### src/pkg/cmpms_params.svh
/*
 Register addresses, field positions, reset values and input codes
 for the comparator mode and input select bank.
 Assumes inclusion by bare name from the core file and the testbench.
*/
`ifndef CMPMS_PARAMS_SVH
`define CMPMS_PARAMS_SVH

// SFR addresses
`define CMPMS_ADDR_MODE 8'h9c
`define CMPMS_ADDR_MUX 8'h9f

// Reset values
`define CMPMS_RST_MODE 8'h82
`define CMPMS_RST_MUX 8'hff

// Mode register fields
`define CMPMS_FIXED_HI 7
`define CMPMS_RIE 5
`define CMPMS_FIE 4
`define CMPMS_MD_HI 1
`define CMPMS_MD_LO 0
`define CMPMS_ZERO_BIT 6
`define CMPMS_ZERO_HI 3
`define CMPMS_ZERO_LO 2

// Two synchroniser stages plus the edge compare stage
`define CMPMS_SYNC_DEPTH 3

// Input select fields
`define CMPMS_NEG_HI 7
`define CMPMS_NEG_LO 4
`define CMPMS_POS_HI 3
`define CMPMS_POS_LO 0

// Input codes
`define CMPMS_CODE_TOUCH 4'hc
`define CMPMS_CODE_HALF 4'hd

// One bit per code that names a port pin
`define CMPMS_NEG_PIN_MASK 16'h07cf
`define CMPMS_POS_PIN_MASK 16'h0f8f

// Value of an unmapped read
`define CMPMS_RD_NONE 8'h00

`endif

### src/pkg/cmpms_pkg.sv
/*
 Types shared by the comparator mode and input select bank.
 Assumes cmpms_params.svh is on the include path.
*/
package cmpms_pkg;

    // Response and power modes
    typedef enum logic [1:0] {
        CMPMS_MODE_FAST,
        CMPMS_MODE_MID1,
        CMPMS_MODE_MID2,
        CMPMS_MODE_SLOW
    } cmpms_speed_t;

    // Stored fields of the mode register
    typedef struct packed {
        logic rise_edge_irq_enable;
        logic fall_edge_irq_enable;
        cmpms_speed_t response_power_mode;
    } cmpms_mode_t;

    // Input select register
    typedef struct packed {
        logic [3:0] negative_input_select;
        logic [3:0] positive_input_select;
    } cmpms_mux_t;

endpackage

### src/core/cmpms_top.sv
/*
 Comparator mode and input select register bank: comparator 1 mode
 register, comparator 0 input select register, comparator 1 edge
 flags and interrupt request, capture routing and mux side controls.
 Assumes a single-cycle SFR bus on REF_CLK, comparator outputs that
 arrive asynchronously, and timer logic that picks its capture source.
*/
// How it works
// - Mode bit 7 always reads one.
// - Mode bits 6, 3:2 read zero.
// - Bit 5 enables rising-edge interrupt.
// - Bit 4 enables falling-edge interrupt.
// - Bits 1:0 choose speed/power mode.
// - Bits 7:4 choose negative input.
// - Bits 3:0 choose positive input.
// - Comparator outputs feed either timer capture.
// - Touch code connects opposite pin directly.
// - Half-supply divider on only when selected.
// - Edges set flags; software clears them.
`timescale 1ns/1ps
`include "cmpms_params.svh"

module cmpms_top #(
    parameter int N_CAP = 2
) (
    // Clock and reset
    input wire logic REF_CLK,
    input wire logic NRST,
    // SFR bus
    input wire logic [7:0] SFR_ADDR,
    input wire logic SFR_WR,
    input wire logic SFR_RD,
    input wire logic [7:0] SFR_WDATA,
    output logic [7:0] SFR_RDATA,
    output logic SFR_RHIT,
    // Analogue comparator outputs
    input wire logic CMP0_OUT,
    input wire logic CMP1_OUT,
    // Edge flag clears from software
    input wire logic RISE_FLAG_CLR,
    input wire logic FALL_FLAG_CLR,
    // Timer capture source selects, 1 picks comparator 1
    input wire logic [N_CAP-1:0] CAP_SRC_SEL,
    // Configuration towards the analogue side
    output cmpms_pkg::cmpms_mode_t CMP1_MODE,
    output cmpms_pkg::cmpms_mux_t CMP0_MUX,
    output logic TOUCH_NEG_PIN_EN,
    output logic TOUCH_POS_PIN_EN,
    output logic HALF_DIV_EN,
    // Edge flags, interrupt and capture
    output logic RISE_FLAG,
    output logic FALL_FLAG,
    output logic CMP1_IRQ,
    output logic [N_CAP-1:0] TMR_CAP
);
    import cmpms_pkg::*;

    // Between one and four timers can take a capture route
    if (N_CAP < 1 || N_CAP > 4) begin : g_bad_n_cap
        $error("N_CAP must be 1 to 4");
    end

    // Address hits
    wire hit_mode = (SFR_ADDR == `CMPMS_ADDR_MODE);
    wire hit_mux = (SFR_ADDR == `CMPMS_ADDR_MUX);
    wire wr_mode = SFR_WR && hit_mode;
    wire wr_mux = SFR_WR && hit_mux;

    // Write data mapped onto fields; bits 7, 6, 3:2 are dropped
    wire cmpms_mode_t wr_mode_val = '{
        rise_edge_irq_enable: SFR_WDATA[`CMPMS_RIE],
        fall_edge_irq_enable: SFR_WDATA[`CMPMS_FIE],
        response_power_mode:
            cmpms_speed_t'(SFR_WDATA[`CMPMS_MD_HI:`CMPMS_MD_LO])
    };
    wire cmpms_mux_t wr_mux_val = '{
        negative_input_select: SFR_WDATA[`CMPMS_NEG_HI:`CMPMS_NEG_LO],
        positive_input_select: SFR_WDATA[`CMPMS_POS_HI:`CMPMS_POS_LO]
    };

    // Reset image of the mode register
    localparam logic [7:0] RST_MODE = `CMPMS_RST_MODE;
    wire cmpms_mode_t rst_mode_val = '{
        rise_edge_irq_enable: RST_MODE[`CMPMS_RIE],
        fall_edge_irq_enable: RST_MODE[`CMPMS_FIE],
        response_power_mode:
            cmpms_speed_t'(RST_MODE[`CMPMS_MD_HI:`CMPMS_MD_LO])
    };

    // Read view: bit 7 fixed high, unused bits fixed low
    wire [7:0] mode_view = {
        1'b1,
        1'b0,
        CMP1_MODE.rise_edge_irq_enable,
        CMP1_MODE.fall_edge_irq_enable,
        2'b00,
        CMP1_MODE.response_power_mode
    };
    wire [7:0] next_rdata = hit_mode ? mode_view
        : hit_mux ? CMP0_MUX
        : `CMPMS_RD_NONE;
    wire next_rhit = hit_mode || hit_mux;

    // Register writes
    // Bits 7, 6 and 3:2 have no storage; the read view supplies them
    always_ff @(posedge REF_CLK) begin
        if (!NRST) begin
            CMP1_MODE <= rst_mode_val;
            CMP0_MUX <= `CMPMS_RST_MUX;
        end else begin
            if (wr_mode) begin
                CMP1_MODE <= wr_mode_val;
            end
            if (wr_mux) begin
                CMP0_MUX <= wr_mux_val;
            end
        end
    end

    // Read data held until the next read
    always_ff @(posedge REF_CLK) begin
        if (!NRST) begin
            SFR_RDATA <= `CMPMS_RD_NONE;
            SFR_RHIT <= 1'b0;
        end else if (SFR_RD) begin
            SFR_RDATA <= next_rdata;
            SFR_RHIT <= next_rhit;
        end
    end

    // Comparator outputs are asynchronous; two flops before use
    logic [1:0] cmp_meta;
    logic [1:0] cmp_sync;
    logic [1:0] cmp_prev;
    // Fill marker, one stage per flop between pin and edge compare
    logic [`CMPMS_SYNC_DEPTH-1:0] sync_fill;
    always_ff @(posedge REF_CLK) begin
        if (!NRST) begin
            cmp_meta <= 2'h0;
            cmp_sync <= 2'h0;
            cmp_prev <= 2'h0;
            sync_fill <= '0;
        end else begin
            cmp_meta <= {CMP1_OUT, CMP0_OUT};
            cmp_sync <= cmp_meta;
            cmp_prev <= cmp_sync;
            sync_fill <= {sync_fill[`CMPMS_SYNC_DEPTH-2:0], 1'b1};
        end
    end

    // Reset zeros stand in for pin samples until the chain has filled;
    // without this a comparator already high at release looks like a rise
    wire sync_ready = sync_fill[`CMPMS_SYNC_DEPTH-1];

    // Comparator 1 edges, only once both compare stages hold pin samples
    wire rise_evt = sync_ready && cmp_sync[1] && !cmp_prev[1];
    wire fall_evt = sync_ready && !cmp_sync[1] && cmp_prev[1];

    // Flags: a set in the clear cycle wins, so no edge is lost
    wire next_rise = rise_evt || (RISE_FLAG && !RISE_FLAG_CLR);
    wire next_fall = fall_evt || (FALL_FLAG && !FALL_FLAG_CLR);

    // Request from flags gated by their enables
    wire next_irq = (RISE_FLAG && CMP1_MODE.rise_edge_irq_enable)
        || (FALL_FLAG && CMP1_MODE.fall_edge_irq_enable);

    // Flags and interrupt
    always_ff @(posedge REF_CLK) begin
        if (!NRST) begin
            RISE_FLAG <= 1'b0;
            FALL_FLAG <= 1'b0;
            CMP1_IRQ <= 1'b0;
        end else begin
            RISE_FLAG <= next_rise;
            FALL_FLAG <= next_fall;
            CMP1_IRQ <= next_irq;
        end
    end

    // Capture routing, one selector per timer
    genvar gi;
    generate
        for (gi = 0; gi < N_CAP; gi++) begin : g_cap
            wire cap_src = CAP_SRC_SEL[gi] ? cmp_sync[1] : cmp_sync[0];
            always_ff @(posedge REF_CLK) begin
                if (!NRST) begin
                    TMR_CAP[gi] <= 1'b0;
                end else begin
                    TMR_CAP[gi] <= cap_src;
                end
            end
        end
    endgenerate

    // Mux side controls decoded from the stored selects
    wire [3:0] neg_sel = CMP0_MUX.negative_input_select;
    wire [3:0] pos_sel = CMP0_MUX.positive_input_select;
    localparam logic [15:0] NEG_PINS = `CMPMS_NEG_PIN_MASK;
    localparam logic [15:0] POS_PINS = `CMPMS_POS_PIN_MASK;
    wire neg_is_pin = NEG_PINS[neg_sel];
    wire pos_is_pin = POS_PINS[pos_sel];
    // Pin on one side goes straight to the sense path when other is touch
    wire next_touch_neg = (pos_sel == `CMPMS_CODE_TOUCH) && neg_is_pin;
    wire next_touch_pos = (neg_sel == `CMPMS_CODE_TOUCH) && pos_is_pin;
    // Divider only draws current while a side selects it
    wire next_half = (neg_sel == `CMPMS_CODE_HALF)
        || (pos_sel == `CMPMS_CODE_HALF);

    // Side controls lag the select by one cycle
    always_ff @(posedge REF_CLK) begin
        if (!NRST) begin
            TOUCH_NEG_PIN_EN <= 1'b0;
            TOUCH_POS_PIN_EN <= 1'b0;
            HALF_DIV_EN <= 1'b0;
        end else begin
            TOUCH_NEG_PIN_EN <= next_touch_neg;
            TOUCH_POS_PIN_EN <= next_touch_pos;
            HALF_DIV_EN <= next_half;
        end
    end
endmodule // cmpms_top

### config.mk
export PLATFORM = sky130hd
export DESIGN_NAME = cmpms_top
export DESIGN_NICKNAME = d
export VERILOG_FILES = /design/src/pkg/cmpms_pkg.sv /design/src/core/cmpms_top.sv
export VERILOG_INCLUDE_DIRS = /design/src /design/src/pkg
export SDC_FILE = /design/constraint.sdc
export NUM_CORES = 1
export LEC_CHECK = 0
export BUFFER_PORTS_ARGS = -buffer_cell sky130_fd_sc_hd__buf_2
export CORE_ASPECT_RATIO = 1.2
export CORE_MARGIN = 2
export CORE_UTILIZATION = 38
export CTS_CLUSTER_SIZE = 28
export DETAILED_ROUTE_END_ITERATION = 10
export SYNTH_ARGS = -nofsm -noshare
export SYNTH_HDL_FRONTEND = slang
export SYNTH_SLANG_ARGS = --single-unit
### constraint.sdc
create_clock -name REF_CLK -period 1.5 [get_ports REF_CLK]
set_input_delay 0.3 -clock REF_CLK [delete_from_list [all_inputs] [get_ports REF_CLK]]
set_output_delay 0.3 -clock REF_CLK [all_outputs]
set_load 0.03 [all_outputs]
==> impl_metrics.toml, run 1 <==
[drt]
drt-wirelength-per-cell_um = 14.0
drc = 0
drt_wl_total_um = 3750
drtIter0Drc = 44
vias = 1353
drtAntennaViolNets = 0
first_pass_iters = 4
avgViaCountPerCell = 5.05

[synthesis]
synthAdderAreaFrac = 0
synth_top_area_cell = "dfxtp_1"
synth_cells = 156
ys_types = 33
syn_nets = 182
synth-seq-area-share = 0.508
yosysWarningCount = 0
synth_compound_area_frac = 0.139
synth_top_family_by_area = "simple AND/OR/NAND/NOR gates"
synthMuxAreaShare = 0.0586
synth_simple_gate_area_frac = 0.247
synth_top_area_share = 0.508
syn_area_um2 = 1540
synthTopCellsByArea = "dfxtp_1 (51%), mux2i_1 (5.9%), nand3b_1 (3.9%)"
synthXorXnorAreaFrac = 0
ys_ff_latch = 39
syn_area_per_cell_um2 = 9.86

[setup_path]
critPathCaptureType = "register"
ff2ff_setup_slack_ns = 0.23
r2r_cells = 3
cp-start-kind = "register"
critPathRequiredTime_ns = 1.71
crit_slowest_cell = "or4_4"
cp_max_fo = 4
cpPeakStageDelay_ns = 0.55
critical_path.cell_chain = "inv_1 > or4_4 > o22ai_1"
critPathTopFamily = "simple AND/OR/NAND/NOR gates"
r2r-end = "HALF_DIV_EN"
critical_path_buf_inv_count = 1
critPathKind = "reg -> reg"
worstReg2RegStart = "pos_sel[3]"
worstPathArrival_ns = 1.48

[place]
port_buffers = 54
dp_hpwl_um = 2920
place_congestion = 0.819

[clock_network]
clock_latency_ns = 0.29
numCtsBuffers = 5
clockRootBuffer = "clkbuf_8"
cts_setup_buffers = 0
cts_resized = 0
clk_path_buf_depth = 2
cts_tree = "yes"
clkTransAtPathRegs_ns = 0.07
clock-sinks = 39
htreeDepth = 2
hold_buffers = 0

[floorplanning]
fp-row-count = 25
core_area_um2 = 3910
initial_core_util = 0.393
die_w_um = 62.1
fp.dieArea_um2 = 4570
ios = 55
fp.dieH_um = 73.7

[pwr]
powerDensity_nw_per_um2 = 947
p_leak_nw = 0.882
power_w = 0.00185
peakVddDrop_mv = 0.454

[min_path]
worstHoldPathCells = 2
hold_end = "cmp_meta[1]"
hold_start = "CMP1_OUT"
holdCritPathClass = "in -> reg"

[final_layout]
synthToLayoutAreaGrowth_pct = 27.1
drive_above_1_share = 0.336
diodes = 0
fin_nets = 239

[timing]
slew_violations = 0
setup_viol = 0
setup_tns_ns = 0
finalHoldViolCount = 0
tightestPinTransition_ns = 0.294
hold_ws_ns = 0.228
finalClockSkew_ns = 0.00204
slew_headroom = 0.804
finalCritPeriodShare = 0.845
fin_crit_ns = 1.27
fmax_mhz = 789
rsz0062_at_grt = "false"

[grt]
grt_pass1_vias = 1290
grt_start_max_net_pins = 21
grt_usage = 0.180
antenna_found_initial = 0
globalRoute.totalOverflow = 0
grt_pass1_wl_um = 6000

[outcome]
status = "completed"

[job]
cap_viol_max_count = 0
-- report_power, final --
group / switching [W] / total (W) / internal (W) / leakage (nW)
Combinational: 0.0000730 / 0.000131 / 0.0000577 / 0.523
Clock: 0.000340 / 0.000666 / 0.000326 / 0.0422
Sequential: 0.00000548 / 0.00105 / 0.00105 / 0.316
Total: 0.000418 / 0.00185 / 0.00143 / 0.882
-- cells in the final DEF, fill, tap and decap left out, drive strengths merged, types with 3 or more instances in the layout --
cell and instances:
nor2 8, a22oi 5, inv 7, nand4 10
mux2i 9, dfxtp 39, a21oi 9, nand3b 8
nand2 8, buf 60, and2 9, nor2b 3
o31ai 5, o211ai 6, nand2b 6, clkbuf 7
-- flip-flops by register name, summed over array words and instances (netlist names), 2 cells and up --
register and flops:
CMP1_MODE 4, SFR_RDATA 8, TMR_CAP 2, cmp_meta 2
cmp_sync 2, neg_sel 4, pos_sel 4, sync_fill 3
-- routing by layer --
metal | vias to the layer above | share of wire | routed length (um) | track usage
li1 | 670 | - | - | -
met1 | 630 | 0.41 | 1530 | 0.227
met2 | 47 | 0.50 | 1890 | 0.282
met3 | 6 | 0.072 | 271 | 0.0528
met4 | 0 | 0.017 | 65 | 0.0733
met5 | - | 0 | 0 | 0
-- how the worst max path moves through the flow --
stage,from,to,slack (ns),cells past startpoint
floorplan,pos_sel[3],TOUCH_NEG_PIN_EN,0.12,3
global placement,SFR_ADDR[6],pos_is_pin,0.16,5
detailed placement,SFR_ADDR[6],pos_is_pin,0.14,5
CTS,pos_sel[3],HALF_DIV_EN,0.24,3
global route,pos_sel[3],HALF_DIV_EN,0.15,3
finish,pos_sel[3],HALF_DIV_EN,0.23,3
-- stage by stage --
stage	instance area, um^2	util	setup WS [ns]	std cells
after floorplan	1540	-	0.124	156
after global placement	1870	0.479	0.164	260
after detailed placement	1870	0.479	0.136	260
after CTS	1950	0.500	0.241	268
after global routing	1950	0.500	0.152	268
final	1950	0.500	0.233	268
-- cell families after synthesis --
kind of cell / after synthesis
and+or+nand+nor: 60
DFF: 39
AOI/OAI and AO/OA: 31
buffers and inverters: 17
muxes: 9
-- Yosys cell counts --
library cell / n
nand2b_1: 6
nor2b_1: 3
or4_4: 1
a311oi_2: 1
nand4_1: 9
o31ai_1: 5
o22ai_1: 1
nand3b_1: 8
mux2i_1: 9
buf_2: 2
and4bb_4: 1
buf_1: 1
buf_4: 2
a311oi_1: 1
o21ai_0: 2
and4_1: 1
nand3_1: 1
and3b_2: 1
nand2_1: 8
and2_1: 8
and3_1: 1
a21oi_1: 9
nor2_1: 8
dfxtp_1: 39
inv_1: 7
o211ai_1: 6
o2111ai_1: 1
nand4_2: 1
a22oi_1: 5
and2_0: 1
nor3b_1: 1
nor3b_2: 1
clkbuf_1: 5
-- area by class of cell --
| class | instances | area, um^2 |
|---|---|---|
| clock buffer | 7 | 76.3 |
| clock inverter | 1 | 5.00 |
| fill | 383 | 1960 |
| inverter | 7 | 26.3 |
| multi-input combinational | 100 | 683 |
| sequential | 39 | 781 |
| tap | 54 | 67.6 |
| timing repair buffer | 60 | 315 |
Note: power is estimated with default switching activity, not from simulation.
==> run 2, diff against run 1 <==
--- a/config.mk
+++ b/config.mk
@@ -12,6 +12,7 @@
 export CORE_UTILIZATION = 38
 export CTS_CLUSTER_SIZE = 28
 export DETAILED_ROUTE_END_ITERATION = 10
+export PLACE_DENSITY = 0.66
 export SYNTH_ARGS = -nofsm -noshare
 export SYNTH_HDL_FRONTEND = slang
 export SYNTH_SLANG_ARGS = --single-unit
==> constraint.sdc (replaced) <==
create_clock -name REF_CLK -period 1.1 [get_ports REF_CLK]
set_input_delay 0.22 -clock REF_CLK [delete_from_list [all_inputs] [get_ports REF_CLK]]
set_output_delay 0.22 -clock REF_CLK [all_outputs]
set_load 0.03 [all_outputs]
==> run 2 against run 1 <==
  * The run now ends with setup timing left
  * Largest power group unchanged
  * Setup slack got worse by 0.25 ns
  * Design area rose by 11%
  * Routed wire length fell by 3.0%
==> impl_metrics.toml, run 2 (same netlist as run 1, synthesis figures left out) <==
[grt]
grt_pass1_vias = 1219
grt_usage = 0.168
grt_start_max_net_pins = 19
antenna_found_initial = 0
globalRoute.totalOverflow = 0
grt_pass1_wl_um = 5620

[setup_path]
crit_slowest_cell = "or4_4"
critPathKind = "reg -> reg"
worstReg2RegStart = "pos_sel[2]"
critPathCaptureType = "register"
cp_max_fo = 2
cpPeakStageDelay_ns = 0.49
crit_start = "pos_sel[2]"
ff2ff_setup_slack_ns = -0.01
critical_path.cell_chain = "inv_2 > or4_4 > nor3b_2"
worstPathArrival_ns = 1.33
cp-start-kind = "register"
critPathRequiredTime_ns = 1.32

[pwr]
power_frac_comb = 0.075
p_leak_nw = 0.975
powerDensity_nw_per_um2 = 1180
pwr-share-seq = 0.556
internal_power_w = 0.00195
peakVddDrop_mv = 0.544
p_switching_w = 0.000608
switching_share = 0.238
clkPwrFrac = 0.369

[clock_network]
htreeDepth = 2
clockRootBuffer = "clkbuf_8"
clk_path_buf_depth = 2
clock-sinks = 39
hold_buffers = 0
numCtsBuffers = 5
cts_tree = "yes"
clock_latency_ns = 0.29
clkTransAtPathRegs_ns = 0.08

[final_layout]
post-route-cell-area_um2 = 2160
drive_above_1_share = 0.449
largest_reg_flops = 8
fin_nets = 252
diodes = 0
synthToLayoutAreaGrowth_pct = 40.5
mostFrequentLayoutCell = "buf_2"
final_cell_mix = "buf_2 (42), dfxtp_1 (29), buf_4 (24)"
top_register = "SFR_RDATA"

[floorplanning]
fp.dieArea_um2 = 4570
core_area_um2 = 3910
ios = 55
die_w_um = 62.1
fp.dieH_um = 73.7
initial_core_util = 0.393
fp-row-count = 25

[timing]
tightestPinTransition_ns = 0.297
rsz0062_at_grt = "true"
setup_tns_ns = -0.0204
fmax_mhz = 898
slew_headroom = 0.802
finalCritPeriodShare = 1.01
hold_ws_ns = 0.135
setup_viol = 3
finalClockSkew_ns = 0.00521
fin_crit_ns = 1.11
slew_violations = 0
finalWorstSetupSlack_ns = -0.0141
finalHoldViolCount = 0

[job]
cap_viol_max_count = 0

[drt]
avgViaCountPerCell = 4.87
drt-wirelength-per-cell_um = 13.0
vias = 1368
top_layer_used = "met4"
drt_wl_total_um = 3640
drtAntennaViolNets = 0
drtIter0Drc = 52
drt-met1-wl_um = 1660
first_pass_iters = 4
wl_met2_um = 1740
route.met3.wl_um = 171
drc = 0

[place]
place_congestion = 0.807
dp_hpwl_um = 2740
post_dp_cell_area_um2 = 1980
port_buffers = 54

[outcome]
status = "finished with violations"
violations = "setup timing"

[min_path]
holdCritPathClass = "in -> reg"
hold_start = "CMP0_OUT"
run 2: path summary, 6_finish.rpt:
check | end | cells past startpoint
max | TOUCH_NEG_PIN_EN | 3
min | cmp_meta[0] | 2
max reg2reg | TOUCH_NEG_PIN_EN | 3
min reg2reg | cmp_sync[0] | 1
run 2: metrics by stage:
step / total power, W / worst slack (ns) / util / instances
2_1_floorplan: 0.00156 / -0.0752 / - / 156
3_3_place_gp: 0.00165 / -0.137 / 0.506 / 271
3_5_place_dp: 0.00165 / -0.164 / 0.506 / 271
6_report: 0.00256 / -0.0141 / 0.553 / 281
5_1_grt: 0.00267 / -0.0422 / 0.553 / 281
4_1_cts: 0.00260 / -0.0308 / 0.542 / 279
run 2: layout make-up:
cell class	count	area [um^2]
clock inverter	3	17.5
clock buffer	5	68.8
inverter	7	26.3
multi-input combinational	100	701
sequential	39	806
fill	364	1750
timing repair buffer	73	474
tap	54	67.6
run 2: critical path, delay by kind of cell, from the launching register on:
kind          cells  cell delay [ns]
simple gates      2             0.65
flops             1             0.36
buf+inv           1             0.04
run 2: per-layer routing:
layer / up-vias / global-route usage
met2: 33 / 0.252
met3: 5 / 0.0370
met1: 630 / 0.227
met5: - / 0
met4: 0 / 0.0780
li1: 700 / -
run 2: what timing repair did:
action                     4_1_cts  5_1_grt
pin swaps                        2        1
buffers inserted                 1        2
gates resized for setup         22        9
setup endpoints to repair       12       13
run 2: power groups by stage:
| stage | Combinational, W | Clock [W] | Sequential (W) |
|---|---|---|---|
| floorplan | 0.0000887 | 0 | 0.00147 |
| global placement | 0.000187 | 0 | 0.00146 |
| detailed placement | 0.000190 | 0 | 0.00146 |
| CTS | 0.000191 | 0.000980 | 0.00143 |
| global route | 0.000210 | 0.00103 | 0.00142 |
| finish | 0.000192 | 0.000943 | 0.00142 |
